**config.mk**
```make
export PLATFORM = sky130hd
export DESIGN_NAME = drc_regs
export DESIGN_NICKNAME = d
export VERILOG_FILES = /design/src/logic/drc_pkg.sv /design/src/logic/drc_regs.sv
export SDC_FILE = /design/constraint.sdc
export NUM_CORES = 1
export LEC_CHECK = 0
export BUFFER_PORTS_ARGS = -buffer_cell sky130_fd_sc_hd__buf_2
export CORE_UTILIZATION = 49
export DETAILED_ROUTE_END_ITERATION = 12
export HOLD_SLACK_MARGIN = 0.1
export PLACE_DENSITY = 0.91
export SKIP_CTS_REPAIR_TIMING = 1
export SLEW_MARGIN = 10
export SYNTH_ARGS = -nofsm -noshare
export SYNTH_HDL_FRONTEND = slang
export SYNTH_SLANG_ARGS = --single-unit
```
**constraint.sdc**
```tcl
create_clock -name aclk -period 3.7 [get_ports aclk]
set_input_delay 0.555 -clock aclk [delete_from_list [all_inputs] [get_ports aclk]]
set_output_delay 0.555 -clock aclk [all_outputs]
set_load 0.03 [all_outputs]
```
**src/logic/drc_pkg.sv**
```systemverilog
// package: register map, field layout and decoded config types for the receiver config bank
package drc_pkg;

  // ------------------------------------------------------------
  // register map
  // ------------------------------------------------------------
  localparam logic [7:0] CHAN_CFG_OFFSET = 8'h10;
  localparam logic [7:0] EQUALIZE_OFFSET = 8'h11;
  localparam logic [7:0] CHAN_CFG_RESET  = 8'h3E;
  localparam logic [7:0] EQUALIZE_RESET  = 8'h00;

  // ------------------------------------------------------------
  // field positions
  // ------------------------------------------------------------
  localparam int PIXEL_SPLIT_BIT   = 7;
  localparam int CHAN_MODE_LSB     = 5;
  localparam int CHAN_A_LANES_LSB  = 3;
  localparam int CHAN_B_LANES_LSB  = 1;
  localparam int STRICT_LEADER_BIT = 0;
  localparam int CHAN_A_DATA_LSB   = 6;
  localparam int CHAN_B_DATA_LSB   = 4;
  localparam int CHAN_A_CLOCK_LSB  = 2;
  localparam int CHAN_B_CLOCK_LSB  = 0;

  // ------------------------------------------------------------
  // encodings
  // ------------------------------------------------------------
  localparam logic [1:0] MODE_DUAL     = 2'h0;
  localparam logic [1:0] MODE_SINGLE   = 2'h1;
  localparam logic [1:0] MODE_TWO_SING = 2'h2;
  localparam logic [1:0] EQ_NONE       = 2'h0;
  localparam logic [1:0] EQ_1DB        = 2'h1;
  localparam logic [1:0] EQ_RESERVED   = 2'h2;
  localparam logic [1:0] EQ_2DB        = 2'h3;
  localparam logic [1:0] AXI_OKAY      = 2'h0;
  localparam logic [1:0] AXI_SLVERR    = 2'h2;

  // ------------------------------------------------------------
  // decoded controls
  // ------------------------------------------------------------
  typedef struct packed {
    logic       left_right_split;
    logic [1:0] chan_mode;
    logic [2:0] chan_a_lane_count;
    logic [2:0] chan_b_lane_count;
    logic       strict_leader_check;
    logic       dual_link_out;
    logic       two_single_link_out;
  } drc_chan_cfg_t;

  typedef struct packed {
    logic [1:0] chan_a_data_equalize;
    logic [1:0] chan_b_data_equalize;
    logic [1:0] chan_a_clock_equalize;
    logic [1:0] chan_b_clock_equalize;
  } drc_equalize_t;

  // lanes code 00..11 means four..one lanes
  function automatic logic [2:0] lanes_of(input logic [1:0] code);
    lanes_of = 3'h4 - {1'b0, code};
  endfunction : lanes_of

endpackage : drc_pkg

```
**src/logic/drc_regs.sv**
```systemverilog
// receiver channel config and equalization registers behind an AXI4-Lite slave
//
// Function
// bit 7 of channel config: 0 odd/even split, 1 left/right halves
// bits 6-5 channel mode: 00 dual, 01 single (reset), 10 two single
// bits 4-3 channel A lanes: 00 four down to 11 one (reset)
// bits 2-1 channel B lanes, same coding, reset one lane
// bit 0 zero tolerates one leader bit error; one tolerates none
// equalize bits 7-6 channel A data: 00 none, 01 1dB, 11 2dB
// equalize bits 5-4 channel B data, same coding, reset none
// bits 3-2 and 1-0 clock lane equalize for A and B
// with outputs enabled, modes 00/01 dual link, 10 two single links
// all fields read-write, read back last write, reset to listed values
//
// Local design decision: the AXI4-Lite slave port.
module drc_regs (
  // clock and reset
  input  wire  logic                  aclk,
  input  wire  logic                  aresetn,
  // axi4-lite write
  input  wire  logic [7:0]            s_axi_awaddr,
  input  wire  logic                  s_axi_awvalid,
  output logic                        s_axi_awready,
  input  wire  logic [31:0]           s_axi_wdata,
  input  wire  logic [3:0]            s_axi_wstrb,
  input  wire  logic                  s_axi_wvalid,
  output logic                        s_axi_wready,
  output logic [1:0]                  s_axi_bresp,
  output logic                        s_axi_bvalid,
  input  wire  logic                  s_axi_bready,
  // axi4-lite read
  input  wire  logic [7:0]            s_axi_araddr,
  input  wire  logic                  s_axi_arvalid,
  output logic                        s_axi_arready,
  output logic [31:0]                 s_axi_rdata,
  output logic [1:0]                  s_axi_rresp,
  output logic                        s_axi_rvalid,
  input  wire  logic                  s_axi_rready,
  // decoded controls
  output drc_pkg::drc_chan_cfg_t      chan_cfg,
  output drc_pkg::drc_equalize_t      equalize
);

  // ------------------------------------------------------------
  // storage and bus state
  // ------------------------------------------------------------
  logic [7:0]  chan_cfg_ff;
  logic [7:0]  equalize_ff;
  logic        aw_held_ff;
  logic [7:0]  awaddr_ff;
  logic        w_held_ff;
  logic [31:0] wdata_ff;
  logic        wstrb0_ff;
  logic        bvalid_ff;
  logic [1:0]  bresp_ff;
  logic        rvalid_ff;
  logic [1:0]  rresp_ff;
  logic [31:0] rdata_ff;

  // registers sit one word apart: byte address is four times the index
  function automatic logic addr_is(input logic [7:0] addr, input logic [7:0] index);
    addr_is = addr == {index[5:0], 2'h0};
  endfunction : addr_is

  // ------------------------------------------------------------
  // write path
  // ------------------------------------------------------------
  wire        aw_take  = s_axi_awvalid && s_axi_awready;
  wire        w_take   = s_axi_wvalid && s_axi_wready;
  wire        aw_have  = aw_held_ff || s_axi_awvalid;
  wire        w_have   = w_held_ff || s_axi_wvalid;
  wire        do_write = aw_have && w_have && !bvalid_ff;
  wire [7:0]  wr_addr  = aw_held_ff ? awaddr_ff : s_axi_awaddr;
  wire [31:0] wr_data  = w_held_ff ? wdata_ff : s_axi_wdata;
  wire        wr_lane0 = w_held_ff ? wstrb0_ff : s_axi_wstrb[0];
  wire        wr_cfg   = do_write && addr_is(wr_addr, drc_pkg::CHAN_CFG_OFFSET);
  wire        wr_eq    = do_write && addr_is(wr_addr, drc_pkg::EQUALIZE_OFFSET);
  wire        wr_hit   = wr_cfg || wr_eq;

  assign s_axi_awready = !aw_held_ff && !bvalid_ff;
  assign s_axi_wready  = !w_held_ff && !bvalid_ff;
  assign s_axi_bvalid  = bvalid_ff;
  assign s_axi_bresp   = bresp_ff;

  always_ff @(posedge aclk) begin
    if (!aresetn) begin
      aw_held_ff <= 1'b0;
      w_held_ff  <= 1'b0;
      awaddr_ff  <= 8'h00;
      wdata_ff   <= 32'h0000_0000;
      wstrb0_ff  <= 1'b0;
      bvalid_ff  <= 1'b0;
      bresp_ff   <= drc_pkg::AXI_OKAY;
    end else begin
      if (aw_take && !do_write) begin
        aw_held_ff <= 1'b1;
        awaddr_ff  <= s_axi_awaddr;
      end else if (do_write) begin
        aw_held_ff <= 1'b0;
      end
      if (w_take && !do_write) begin
        w_held_ff <= 1'b1;
        wdata_ff  <= s_axi_wdata;
        wstrb0_ff <= s_axi_wstrb[0];
      end else if (do_write) begin
        w_held_ff <= 1'b0;
      end
      if (do_write) begin
        bvalid_ff <= 1'b1;
        bresp_ff  <= wr_hit ? drc_pkg::AXI_OKAY : drc_pkg::AXI_SLVERR;
      end else if (s_axi_bready) begin
        bvalid_ff <= 1'b0;
      end
    end
  end

  // register storage; lane 0 carries the byte
  always_ff @(posedge aclk) begin
    if (!aresetn) begin
      chan_cfg_ff <= drc_pkg::CHAN_CFG_RESET;
      equalize_ff <= drc_pkg::EQUALIZE_RESET;
    end else begin
      if (wr_cfg && wr_lane0) begin
        chan_cfg_ff <= wr_data[7:0];
      end
      if (wr_eq && wr_lane0) begin
        equalize_ff <= wr_data[7:0];
      end
    end
  end

  // ------------------------------------------------------------
  // read path
  // ------------------------------------------------------------
  wire       ar_take = s_axi_arvalid && s_axi_arready;
  wire       rd_cfg  = addr_is(s_axi_araddr, drc_pkg::CHAN_CFG_OFFSET);
  wire       rd_eq   = addr_is(s_axi_araddr, drc_pkg::EQUALIZE_OFFSET);
  wire [7:0] rd_byte = rd_cfg ? chan_cfg_ff : (rd_eq ? equalize_ff : 8'h00);

  assign s_axi_arready = !rvalid_ff;
  assign s_axi_rvalid  = rvalid_ff;
  assign s_axi_rdata   = rdata_ff;
  assign s_axi_rresp   = rresp_ff;

  always_ff @(posedge aclk) begin
    if (!aresetn) begin
      rvalid_ff <= 1'b0;
      rdata_ff  <= 32'h0000_0000;
      rresp_ff  <= drc_pkg::AXI_OKAY;
    end else if (ar_take) begin
      rvalid_ff <= 1'b1;
      rdata_ff  <= {24'h00_0000, rd_byte};
      rresp_ff  <= (rd_cfg || rd_eq) ? drc_pkg::AXI_OKAY : drc_pkg::AXI_SLVERR;
    end else if (s_axi_rready) begin
      rvalid_ff <= 1'b0;
    end
  end

  // ------------------------------------------------------------
  // decoded controls
  // ------------------------------------------------------------
  wire [1:0] mode_f = chan_cfg_ff[drc_pkg::CHAN_MODE_LSB +: 2];

  assign chan_cfg.left_right_split    = chan_cfg_ff[drc_pkg::PIXEL_SPLIT_BIT];
  assign chan_cfg.chan_mode           = mode_f;
  assign chan_cfg.chan_a_lane_count   =
    drc_pkg::lanes_of(chan_cfg_ff[drc_pkg::CHAN_A_LANES_LSB +: 2]);
  assign chan_cfg.chan_b_lane_count   =
    drc_pkg::lanes_of(chan_cfg_ff[drc_pkg::CHAN_B_LANES_LSB +: 2]);
  assign chan_cfg.strict_leader_check = chan_cfg_ff[drc_pkg::STRICT_LEADER_BIT];
  assign chan_cfg.dual_link_out       =
    mode_f == drc_pkg::MODE_DUAL || mode_f == drc_pkg::MODE_SINGLE;
  assign chan_cfg.two_single_link_out = mode_f == drc_pkg::MODE_TWO_SING;

  assign equalize.chan_a_data_equalize  = equalize_ff[drc_pkg::CHAN_A_DATA_LSB +: 2];
  assign equalize.chan_b_data_equalize  = equalize_ff[drc_pkg::CHAN_B_DATA_LSB +: 2];
  assign equalize.chan_a_clock_equalize = equalize_ff[drc_pkg::CHAN_A_CLOCK_LSB +: 2];
  assign equalize.chan_b_clock_equalize = equalize_ff[drc_pkg::CHAN_B_CLOCK_LSB +: 2];

  // ------------------------------------------------------------
  // checks
  // ------------------------------------------------------------
  cfg_write_a : assert property (@(posedge aclk) disable iff (!aresetn)
    wr_cfg && wr_lane0 |=> chan_cfg_ff == $past(wr_data[7:0]))
    else $error("config write not stored");
  eq_write_a : assert property (@(posedge aclk) disable iff (!aresetn)
    wr_eq && wr_lane0 |=> equalize_ff == $past(wr_data[7:0]))
    else $error("equalize write not stored");
  cfg_hold_a : assert property (@(posedge aclk) disable iff (!aresetn)
    !wr_cfg |=> $stable(chan_cfg_ff))
    else $error("config changed without write");
  reset_val_a : assert property (@(posedge aclk)
    !aresetn |=> chan_cfg_ff == 8'h3E && equalize_ff == 8'h00)
    else $error("reset values wrong");
  lane_a_a : assert property (@(posedge aclk) disable iff (!aresetn)
    chan_cfg_ff[4:3] == 2'h3 |-> chan_cfg.chan_a_lane_count == 3'h1)
    else $error("channel A lane decode wrong");
  lane_b_a : assert property (@(posedge aclk) disable iff (!aresetn)
    chan_cfg_ff[2:1] == 2'h0 |-> chan_cfg.chan_b_lane_count == 3'h4)
    else $error("channel B lane decode wrong");
  link_mode_a : assert property (@(posedge aclk) disable iff (!aresetn)
    chan_cfg_ff[6:5] == 2'h2 |-> chan_cfg.two_single_link_out && !chan_cfg.dual_link_out)
    else $error("link arrangement wrong");
  read_back_a : assert property (@(posedge aclk) disable iff (!aresetn)
    ar_take && rd_eq |=> s_axi_rvalid && s_axi_rdata[7:0] == $past(equalize_ff))
    else $error("read data wrong");
  write_resp_a : assert property (@(posedge aclk) disable iff (!aresetn)
    do_write |=> s_axi_bvalid [*1] ##0 (s_axi_bresp == drc_pkg::AXI_OKAY) == $past(wr_hit))
    else $error("write response wrong");
  eq_hold_a : assert property (@(posedge aclk) disable iff (!aresetn)
    !wr_eq |=> $stable(equalize_ff))
    else $error("equalize changed without write");
  lane_off_a : assert property (@(posedge aclk) disable iff (!aresetn)
    wr_cfg && !wr_lane0 |=> $stable(chan_cfg_ff))
    else $error("config stored with lane 0 off");
  unmapped_read_a : assert property (@(posedge aclk) disable iff (!aresetn)
    ar_take && !rd_cfg && !rd_eq |=>
      s_axi_rresp == drc_pkg::AXI_SLVERR && s_axi_rdata == 32'h0000_0000)
    else $error("unmapped read answered wrongly");
  dual_link_a : assert property (@(posedge aclk) disable iff (!aresetn)
    chan_cfg_ff[6:5] inside {2'h0, 2'h1} |->
      chan_cfg.dual_link_out && !chan_cfg.two_single_link_out)
    else $error("dual link arrangement wrong");
  lane_three_a : assert property (@(posedge aclk) disable iff (!aresetn)
    chan_cfg_ff[4:3] == 2'h1 |-> chan_cfg.chan_a_lane_count == 3'h3)
    else $error("channel A three lane decode wrong");
  reset_idle_a : assert property (@(posedge aclk)
    !aresetn |=> !s_axi_bvalid && !s_axi_rvalid && s_axi_arready)
    else $error("bus not idle after reset");

endmodule : drc_regs

```
==> metrics.md, run 1 <==
| Metric | Value |
|---|---|
| Final Max Slew Viols | 0 |
| Antenna cells | 0 |
| P&R area growth vs syn | 12.63% |
| Vias in the first global route | 1644 |
| Layout cells sized above 1 | 0.3109 |
| Gr ovfl total | 0 |
| Input/output buffers | 66 |
| Top_reg_cell synth | dfxtp_1 |
| Top-count cell post-synth | dfxtp_1 |
| CTS H-Tree Depth | 2 |
| Initial antenna violation count | 0 |
| Startpoint types | register |
| Period utilisation layout | 0.5723 |
| Setup violations, final | 0 |
| Synth Register Bits | 47 |
| Critical Path RT | 3.89 ns |
| First-pass GRT wire length | 7307 µm |
| Max Freq | 472.2 MHz |
| HP Class | register to register |
| Worst-Skew Late Latency | 0.29 ns |
| # DRC | 10 |
| Worst Skew | 0.003475 ns |
| Cells after synthesis | 256 |
| Synthesized cell area | 2359 µm² |
| Max_cap viols | 0 |
| Unrepaired setup endpoints after global routing | false |
| Maximum vdd drop | 0.1638 mV |
| Routed length per instance | 12.69 µm |
| Detailed Place HPWL | 3526 µm |
| Multi-input gate area | 1182 µm² |
| Worst slew margin | 0.5498 |
| Worst Hold Path Cells | 2 |
| Core area | 4474 µm² |
| Worst Setup End Kind | register |
| Register area | 940.9 µm² |
| Starting Density | 0.5271 |
| TNS Setup | 0 ns |
| Nets | 372 |
| R2R depth | 4 |
| Clock Path Buffers | 2 |
| Total CTS buffers | 5 |
| Synth top cells by count | dfxtp_1, nor2_1, buf_4, mux2i_1, nand2_1 |
| DIE AREA | 5094 µm² |
| Power per Cell Area | 388.2 nW/µm² |
| YS warnings | 0 |
| Clock sinks | 47 |
| # fillers | 386 |
| Crit Path Category | register to register |
| Slew @ Worst Pin | 0.6711 ns |
| Failing checks | DRC |
| Static leakage | 1.351 nW |
| Largest net degree at the start of global routing | 27 |
| Syn avg cell area | 9.213 µm² |
| Crit path DAT | 2.30 ns |
| Area leader, netlist | dfxtp_1 |
| Die Ht | 71.38 µm |
| Clk pin slew, worst setup/hold paths | 0.08 ns |
| Clk root buf | clkbuf_8 |
| Total Wirelength | 4619 µm |
| Vias | 1862 |
| I/O Pins | 120 |
| Unique masters post-synth | 40 |
| FFs w/ async S/R, synth | 0 |
| Maximum fanout along the worst path | 12 |
| 1st-iter DRT viols | 113 |
| TritonCTS clock tree | built |
| Synth top area share | 0.3989 |
| Status | finished with violations |
| Gr usage total | 0.1804 |
| 1st-pass router iterations | 9 |
| Reg2reg setup slack | 1.58 ns |
| Final Core Density | 0.5937 |
| Gpl congestion | 0.7569 |
| Die Wd | 71.38 µm |
| Final Hold Fails | 0 |
| Via-to-Cell Ratio | 5.115 |
| Seq/Total Area, Yosys | 0.3989 |
| Top cells by area, synth | dfxtp_1, mux2i_1, buf_4 |
| EDFF count, synth | 0 |
| Fin crit period | 2.118 ns |
| Core Rows | 24 |
| Antenna viol nets, final | 0 |
[critical path: stages (launching register included)]
cell and delay (ns):
dfxtp_1 0.64, o21bai_1 0.23, nor4b_2 0.46, nand3_2 0.31, mux2_4 0.37
[report_power, final]
part           switching, W  internal (W)
combinational      0.000111     0.0000547
clock              0.000161      0.000171
sequential        0.0000130      0.000521
total              0.000285      0.000746
[metrics by stage]
stage	power (W)	cell area [µm²]	setup WS, ns	hold WS (ns)	cells
after global routing	0.001069	2656	1.436	0.5089	364
after floorplan	0.0006937	2452	1.746	0.4491	281
after global placement	0.0007055	2556	1.394	0.4622	356
final	0.001031	2656	1.582	0.4824	364
after CTS	0.001034	2656	1.591	0.4887	364
after detailed placement	0.0007100	2556	1.354	0.4725	356
[sequential cells by signal, indices dropped and copies added (netlist names), 8 cells and up]
name and flops:
s_axi_rdata 8, wdata_ff 8, equalize 8, awaddr_ff 8, chan_cfg_ff 8
[kinds of logic (layout without fill, tap and decap cells)]
group | Yosys count | count (layout) | share of synthesized area
DFF | 47 | 47 | 0.3989
and+or+nand+nor | 85 | 85 | 0.1804
buffers and inverters | 52 | 83 | 0.1395
other | 1 | 26 | 0.001590
AOI/OAI and AO/OA | 26 | 26 | 0.07693
muxes | 43 | 43 | 0.1920
adders and majority gates | 2 | 2 | 0.01061
[metal layers]
metal / routed length, µm / track usage / share of wire
met1: 2003 / 0.2183 / 0.43
met2: 2217 / 0.3037 / 0.48
met3: 317 / 0.04641 / 0.069
met4: 80 / 0.07778 / 0.017
met5: 0 / 0 / 0
[cell usage in the layout (no fill, tap or decap), types with 3 or more instances in the layout]
| master | Yosys | final |
|---|---|---|
| mux2i_1 | 31 | 31 |
| and4_2 | 3 | 3 |
| inv_1 | 7 | 7 |
| o21ai_0 | 6 | 6 |
| mux2_2 | 10 | 10 |
| nand2_1 | 24 | 24 |
| nor2_1 | 41 | 41 |
| a31oi_1 | 3 | 3 |
| a22oi_1 | 8 | 8 |
| buf_2 | 2 | 66 |
| a21oi_1 | 4 | 4 |
| clkbuf_8 | 0 | 7 |
| conb_1 | 1 | 26 |
| dfxtp_1 | 47 | 47 |
[final timing paths]
| path | startpoint | to |
|---|---|---|
| worst max-delay path | w_held_ff | chan_cfg_ff[1] |
| worst min-delay path | equalize[6] | equalize[6] |
| worst max register to register | w_held_ff | chan_cfg_ff[1] |
| worst min register to register | equalize[6] | equalize[6] |
[cell type report]
cell class,count,area share
multi-input combinational,182,0.4451
sequential,47,0.3542
timing repair buffer,67,0.1272
tap,52,0.02449
inverter,8,0.01130
clock buffer,8,0.03768
(Power assumes the default switching activity.)
==> inputs of run 2 (changes only) <==
Settings changed: ABC_AREA set to 1, CORE_UTILIZATION 49 to 47, PLACE_DENSITY 0.91 to 0.86.
Clock period 3.7 ns to 2.18 ns, I/O delays scaled along.
==> metrics.md, run 2 <==
| Metric | Value |
|---|---|
| Status | completed |
| Clk pin slew, worst setup/hold paths | 0.09 ns (about the same) |
| Via-to-Cell Ratio | 4.706 (-8.0%) |
| DIE AREA | 5995 µm² (+18%) |
| P&R area growth vs syn | 11.09% |
| Routed length per instance | 10.90 µm (-14%) |
| Pre-CTS WS | 0.4364 ns (-0.9181 ns) |
| Cells along the critical path | or2_2 > nand2_4 > nor2_8 > nand3_4 > nand2_1 > inv_1 > nor2_1 |
| Maximum fanout along the worst path | 21 (+9) |
| Starting Density | 0.4856 (-0.04155) |
| Crit path DAT | 2.02 ns (-0.28 ns) |
| Detailed Place HPWL | 4169 µm (+18%) |
| Worst Skew | 0.009984 ns (+0.006509 ns) |
| Antenna cells | 0 (unchanged) |
| Top_reg_cell synth | dfxtp_1 |
| Cells after synthesis | 383 (+50%) |
| Antenna viol nets, final | 0 (unchanged) |
| First-pass GRT wire length | 9114 µm (+25%) |
| Total CTS buffers | 5 (unchanged) |
| Final worst slack | 0.3980 ns (-1.184 ns) |
| Final instance area | 2970 µm² (+12%) |
| Power per Cell Area | 638.0 nW/µm² (+64%) |
| 1st-iter DRT viols | 91 (-19%) |
| Unrepaired setup endpoints after global routing | false |
| TritonCTS clock tree | built |
| Final Hold Fails | 0 (unchanged) |
| TNS Setup | 0 ns (unchanged) |
| CTS H-Tree Depth | 2 (unchanged) |
| Max_cap viols | 0 (unchanged) |
| Period utilisation layout | 0.8174 (+0.2451) |
| Vias | 2405 (+29%) |
| Multi-input gate area | 1230 µm² (+4.0%) |
| Area leader, netlist | dfxtp_1 |
| Critical Path RT | 2.42 ns (-1.47 ns) |
| Die Wd | 77.43 µm (+8.5%) |
| Worst Path Buf+Inv | 1 (+1) |
| 1st-pass router iterations | 5 (-4) |
| Seq/Total Area, Yosys | 0.3519 (-0.04704) |
| Crit Path Category | register to register |
| Total Wirelength | 5569 µm (+21%) |
| Slew @ Worst Pin | 0.6037 ns (-0.06749 ns) |
| # fillers | 539 (+40%) |
| Worst-Skew Late Latency | 0.31 ns (+0.02 ns) |
| Fin crit period | 1.782 ns (-0.3356 ns) |
| Final Max Slew Viols | 0 (unchanged) |
| Worst Setup End Kind | register |
| Synthesized cell area | 2674 µm² (+13%) |
| Gpl congestion | 0.7852 (+3.7%) |
| Layout cells sized above 1 | 0.2255 (-0.08538) |
| Initial antenna violation count | 0 (unchanged) |
| Most frequent cells in the layout | inv_1, buf_2, nand2_1 |
| Unique masters post-synth | 31 (-23%) |
| YS warnings | 0 (unchanged) |
| Clk root buf | clkbuf_8 |
| Largest net degree at the start of global routing | 23 (-15%) |
| Clock Path Buffers | 2 (unchanged) |
| Placement Cell Area | 2878 µm² (+13%) |
| Slowest-stage cell, CP | dfxtp_1 |
| HP Class | input port to register |
| Gr ovfl total | 0 (unchanged) |
| Max Freq | 561.2 MHz (+19%) |
| Vias in the first global route | 2031 (+24%) |
| Maximum vdd drop | 0.3163 mV (+93%) |
| Worst slew margin | 0.5970 (+0.04721) |
| # DRC | 0 (-10) |
| Syn avg cell area | 6.981 µm² (-24%) |
| Die Ht | 77.43 µm (+8.5%) |
| FFs w/ async S/R, synth | 0 (unchanged) |
| Top cells by area, synth | dfxtp_1, buf_4, inv_1 |
| Gr usage total | 0.1906 (+0.01022) |
| CP delay by family, top | simple AND/OR/NAND/NOR gates |
| Core area | 5507 µm² (+23%) |
| Synth top area share | 0.3519 (-0.04704) |
| Synth Register Bits | 47 (unchanged) |
| Input/output buffers | 66 (unchanged) |
| Synth top cells by count | inv_1, nand2_1, dfxtp_1, nor2_1, buf_4 |
| Static leakage | 1.555 nW (+15%) |
| CP peak stage delay | 0.72 ns (+0.08 ns) |
| EDFF count, synth | 0 (unchanged) |
| Register area | 940.9 µm² (unchanged) |
| Nets | 499 (+34%) |
| Top-count cell post-synth | inv_1 |
| Setup violations, final | 0 (unchanged) |
| Startpoint types | register |
| Core Rows | 27 (+13%) |
| I/O Pins | 120 (unchanged) |
| Clock sinks | 47 (unchanged) |
## run 2: changes by cell type after synthesis, sizes merged, moves of 3 or more
cell,delta
o21ai,+22
nand4,+16
nor2,+8
inv,+61
buf,+3
mux2i,-31
and4,-3
a22oi,-8
a21oi,+13
mux2,-12
nand2,+40
nand3,+33
## run 2: final timing paths
check | start | endpoint | slack, ns | depth (start not counted)
max | w_held_ff | equalize[6] | 0.40 | 7
min | s_axi_bready | s_axi_bvalid | 0.27 | 4
max reg2reg | w_held_ff | equalize[6] | 0.40 | 7
min reg2reg | wstrb0_ff | wstrb0_ff | 0.45 | 2
## run 2: worst min-delay path: stages
cell	delay, ns
buf_2	0.08
inv_1	0.03
nand2_1	0.04
a21oi_1	0.05
## run 2: per-layer routing
layer,share of wire,up-vias,track usage,routed length [µm]
met5,0,-,0,0
met4,0.0095,0,0.05472,53
met3,0.052,6,0.05176,289
met2,0.46,73,0.3044,2549
met1,0.48,1081,0.2504,2676
li1,-,1245,-,-
## run 2: report_power, final
part           internal, W  switching [W]
registers         0.000904      0.0000332
clock network     0.000230       0.000320
logic             0.000114       0.000294
## run 2: metrics by stage
step	std cells	total power [W]	util	hold WS [ns]
2_1_floorplan	408	0.001313	-	0.4290
3_3_place_gp	503	0.001350	0.5226	0.4357
3_5_place_dp	503	0.001363	0.5226	0.4404
4_1_cts	511	0.001905	0.5394	0.2618
5_1_grt	511	0.001997	0.5394	0.2797
6_report	511	0.001895	0.5394	0.2726
## run 2: logic make-up after synthesis
group	after synthesis	share of synthesized area
other	1	0.001402
adders and majority gates	2	0.009357
AOI/OAI and AO/OA	48	0.09359
DFF	47	0.3519
and+or+nand+nor	170	0.3205
buffers and inverters	115	0.2232
## run 2: final cells by class
cell class                 instances  share of cell area
multi-input combinational        246              0.4141
sequential                        47              0.3168
timing repair buffer              69              0.1188
inverter                          69             0.08888
tap                               72             0.03033
clock buffer                       5             0.02317
clock inverter                     3            0.008003
==> inputs of run 3 (changes only) <==
Clock period 2.18 ns to 1.7 ns, I/O delays scaled along.
==> metrics.md, run 3 (same netlist as run 2, synthesis figures left out) <==
| Metric | Value |
|---|---|
| Status | completed |
| Placed Instances | 507 (+0.80%) |
| 1st-pass router iterations | 4 (-1) |
| Slowest-stage cell, CP | dfxtp_1 |
| Antenna viol nets, final | 0 (unchanged) |
| Power per Cell Area | 842.3 nW/µm² (+32%) |
| Clock Path Buffers | 2 (unchanged) |
| Sw Ratio | 0.3130 (-0.02845) |
| Worst Min Path Start | s_axi_bready |
| Fin cells | 514 (+0.59%) |
| Maximum vdd drop | 0.6037 mV (+91%) |
| Gr usage total | 0.1870 (-0.003642) |
| Detailed Place HPWL | 4130 µm (-0.92%) |
| Routed length per instance | 10.59 µm (-2.9%) |
| 1st-iter DRT viols | 140 (+54%) |
| Vias | 2438 (+1.4%) |
| Maximum fanout along the worst path | 4 (-81%) |
| CP peak stage delay | 0.42 ns (-0.30 ns) |
| First-pass GRT wire length | 8935 µm (-2.0%) |
| Core area | 5507 µm² (unchanged) |
| CP delay by family, top | flip-flops |
| Worst Setup End Kind | primary output |
| Worst Path Buf+Inv | 2 (+1) |
| Crit Path Category | register to primary output |
| # fillers | 533 (-1.1%) |
| Gpl congestion | 0.7884 (+0.41%) |
| Core Rows | 27 (unchanged) |
| Max_cap viols | 0 (unchanged) |
| Startpoint types | register |
| DIE AREA | 5995 µm² (unchanged) |
| HP Class | input port to register |
| WL met1 | 2591 µm (-3.2%) |
| Clock sinks | 47 (unchanged) |
| TNS Setup | 0 ns (unchanged) |
| Crit path DAT | 1.24 ns (-0.78 ns) |
| Worst hold endpoint | s_axi_bvalid |
| Switching power | 0.0007947 W (+23%) |
| Fin crit period | 1.499 ns |
| Final Hold Fails | 0 (unchanged) |
| Layout cells sized above 1 | 0.2308 (+0.005257) |
| Top Layer Used | met4 |
| Clk pwr share | 0.317 (+0.027) |
| Cell Int Power | 0.001744 W (+40%) |
| Met2 routed WL | 2525 µm (-0.94%) |
| CTS H-Tree Depth | 2 (unchanged) |
| Clk pin slew, worst setup/hold paths | 0.09 ns (about the same) |
| Via-to-Cell Ratio | 4.743 (+0.78%) |
| Worst Skew | 0.007745 ns (-0.002239 ns) |
| Unrepaired setup endpoints after global routing | false |
| Input/output buffers | 66 (unchanged) |
| Reg2reg setup slack | 0.24 ns (-0.16 ns) |
| Die Ht | 77.43 µm (unchanged) |
| Starting Density | 0.4856 (unchanged) |
| Critical Path RT | 1.44 ns (-0.98 ns) |
| Combinational share of power | 0.216 (about the same) |
| Cells along the critical path | inv_1 > ha_1 > buf_2 |
| P&R area growth vs syn | 12.73% |
| Worst slew margin | 0.6456 (+0.04861) |
| Gr ovfl total | 0 (unchanged) |
| Static leakage | 1.585 nW (+1.9%) |
| Antenna cells | 0 (unchanged) |
| Total Wirelength | 5442 µm (-2.3%) |
| Max Freq | 667.2 MHz |
| # DRC | 0 (unchanged) |
| Setup violations, final | 0 (unchanged) |
| Sequential power share | 0.468 (-0.027) |
| Nets | 503 (+0.80%) |
| Slew @ Worst Pin | 0.5287 ns (-0.07496 ns) |
| Reg2reg start | aw_held_ff |
| Levels on crit path | 3 (-4) |
| Vias in the first global route | 2001 (-1.5%) |
| Die Wd | 77.43 µm (unchanged) |
| R2R depth | 10 (+3) |
| Largest net degree at the start of global routing | 20 (-13%) |
| Clk root buf | clkbuf_8 |
| Initial antenna violation count | 0 (unchanged) |
| Period utilisation layout | 0.8816 |
| Most frequent cells in the layout | inv_1, buf_2, nand2_1 |
| Terminus of the critical flop-to-flop path | equalize[6] |
| TritonCTS clock tree | built |
| Final Max Slew Viols | 0 (unchanged) |
| Worst Hold Path Cells | 4 (unchanged) |
| Worst-Skew Late Latency | 0.30 ns (about the same) |
| Total CTS buffers | 5 (unchanged) |
| I/O Pins | 120 (unchanged) |
| Met3 Wirelength | 257 µm (-11%) |
-- run 3: cell types whose count changed in the layout (fill, tap and decap cells not counted) --
cell        before  now
buf_4            3    7
bufinv_16        0    1
clkinvlp_4       2    1
inv_6            2    1
-- run 3: power by group through the flow --
stage | combinational [W] | sequential, W | clock [W]
after global placement | 0.000531 | 0.00121 | 0
after CTS | 0.000548 | 0.00119 | 0.000820
after detailed placement | 0.000546 | 0.00121 | 0
final | 0.000547 | 0.00119 | 0.000804
after global routing | 0.000604 | 0.00119 | 0.000880
after floorplan | 0.000433 | 0.00125 | 0
-- run 3: through the flow --
step | hold slack, ns | power [W] | setup slack [ns] | area (µm²) | util
after floorplan | 0.3899 | 0.001683 | 0.08107 | 2768 | -
after global placement | 0.4361 | 0.001742 | 0.2686 | 2908 | 0.5281
after detailed placement | 0.4410 | 0.001759 | 0.2322 | 2908 | 0.5281
after CTS | 0.1878 | 0.002555 | 0.1969 | 3014 | 0.5474
after global routing | 0.2022 | 0.002678 | 0.08812 | 3014 | 0.5474
final | 0.1954 | 0.002539 | 0.2013 | 3014 | 0.5474
-- run 3: how the worst max path moves through the flow --
stage                    start              to
3_3_place_gp   s_axi_araddr[1]  s_axi_rdata[0]
5_1_grt             aw_held_ff     equalize[7]
2_1_floorplan     s_axi_bvalid       w_held_ff
4_1_cts         chan_cfg_ff[3]     chan_cfg[7]
6_report        chan_cfg_ff[3]     chan_cfg[7]
3_5_place_dp   s_axi_araddr[1]  s_axi_rdata[6]
-- run 3: worst register-to-register path, cell delays in order, from the launching register on --
cell	delay, ns
dfxtp_1	0.31
buf_4	0.17
inv_6	0.08
nand2_1	0.05
nand2_1	0.11
inv_2	0.07
nor2_8	0.23
nand3_4	0.16
nand2_1	0.10
inv_1	0.04
nor2_1	0.08
-- run 3: per-layer routing --
metal / GRT usage / vias to the layer above
met5: 0 / -
met4: 0.06226 / 0
met3: 0.04353 / 5
met2: 0.3062 / 69
met1: 0.2404 / 1109
li1: - / 1255
-- run 3: area by class of cell --
| type | instances | area [µm²] | area share |
|---|---|---|---|
| multi-input cells | 246 | 1230 | 0.4081 |
| repair buffers | 73 | 382.9 | 0.1270 |
| well taps | 72 | 90.09 | 0.02989 |
| clock buffers | 5 | 68.82 | 0.02283 |
| inverters | 69 | 264.0 | 0.08759 |
| flip-flops and latches | 47 | 940.9 | 0.3122 |
| clock inverters | 2 | 37.54 | 0.01245 |
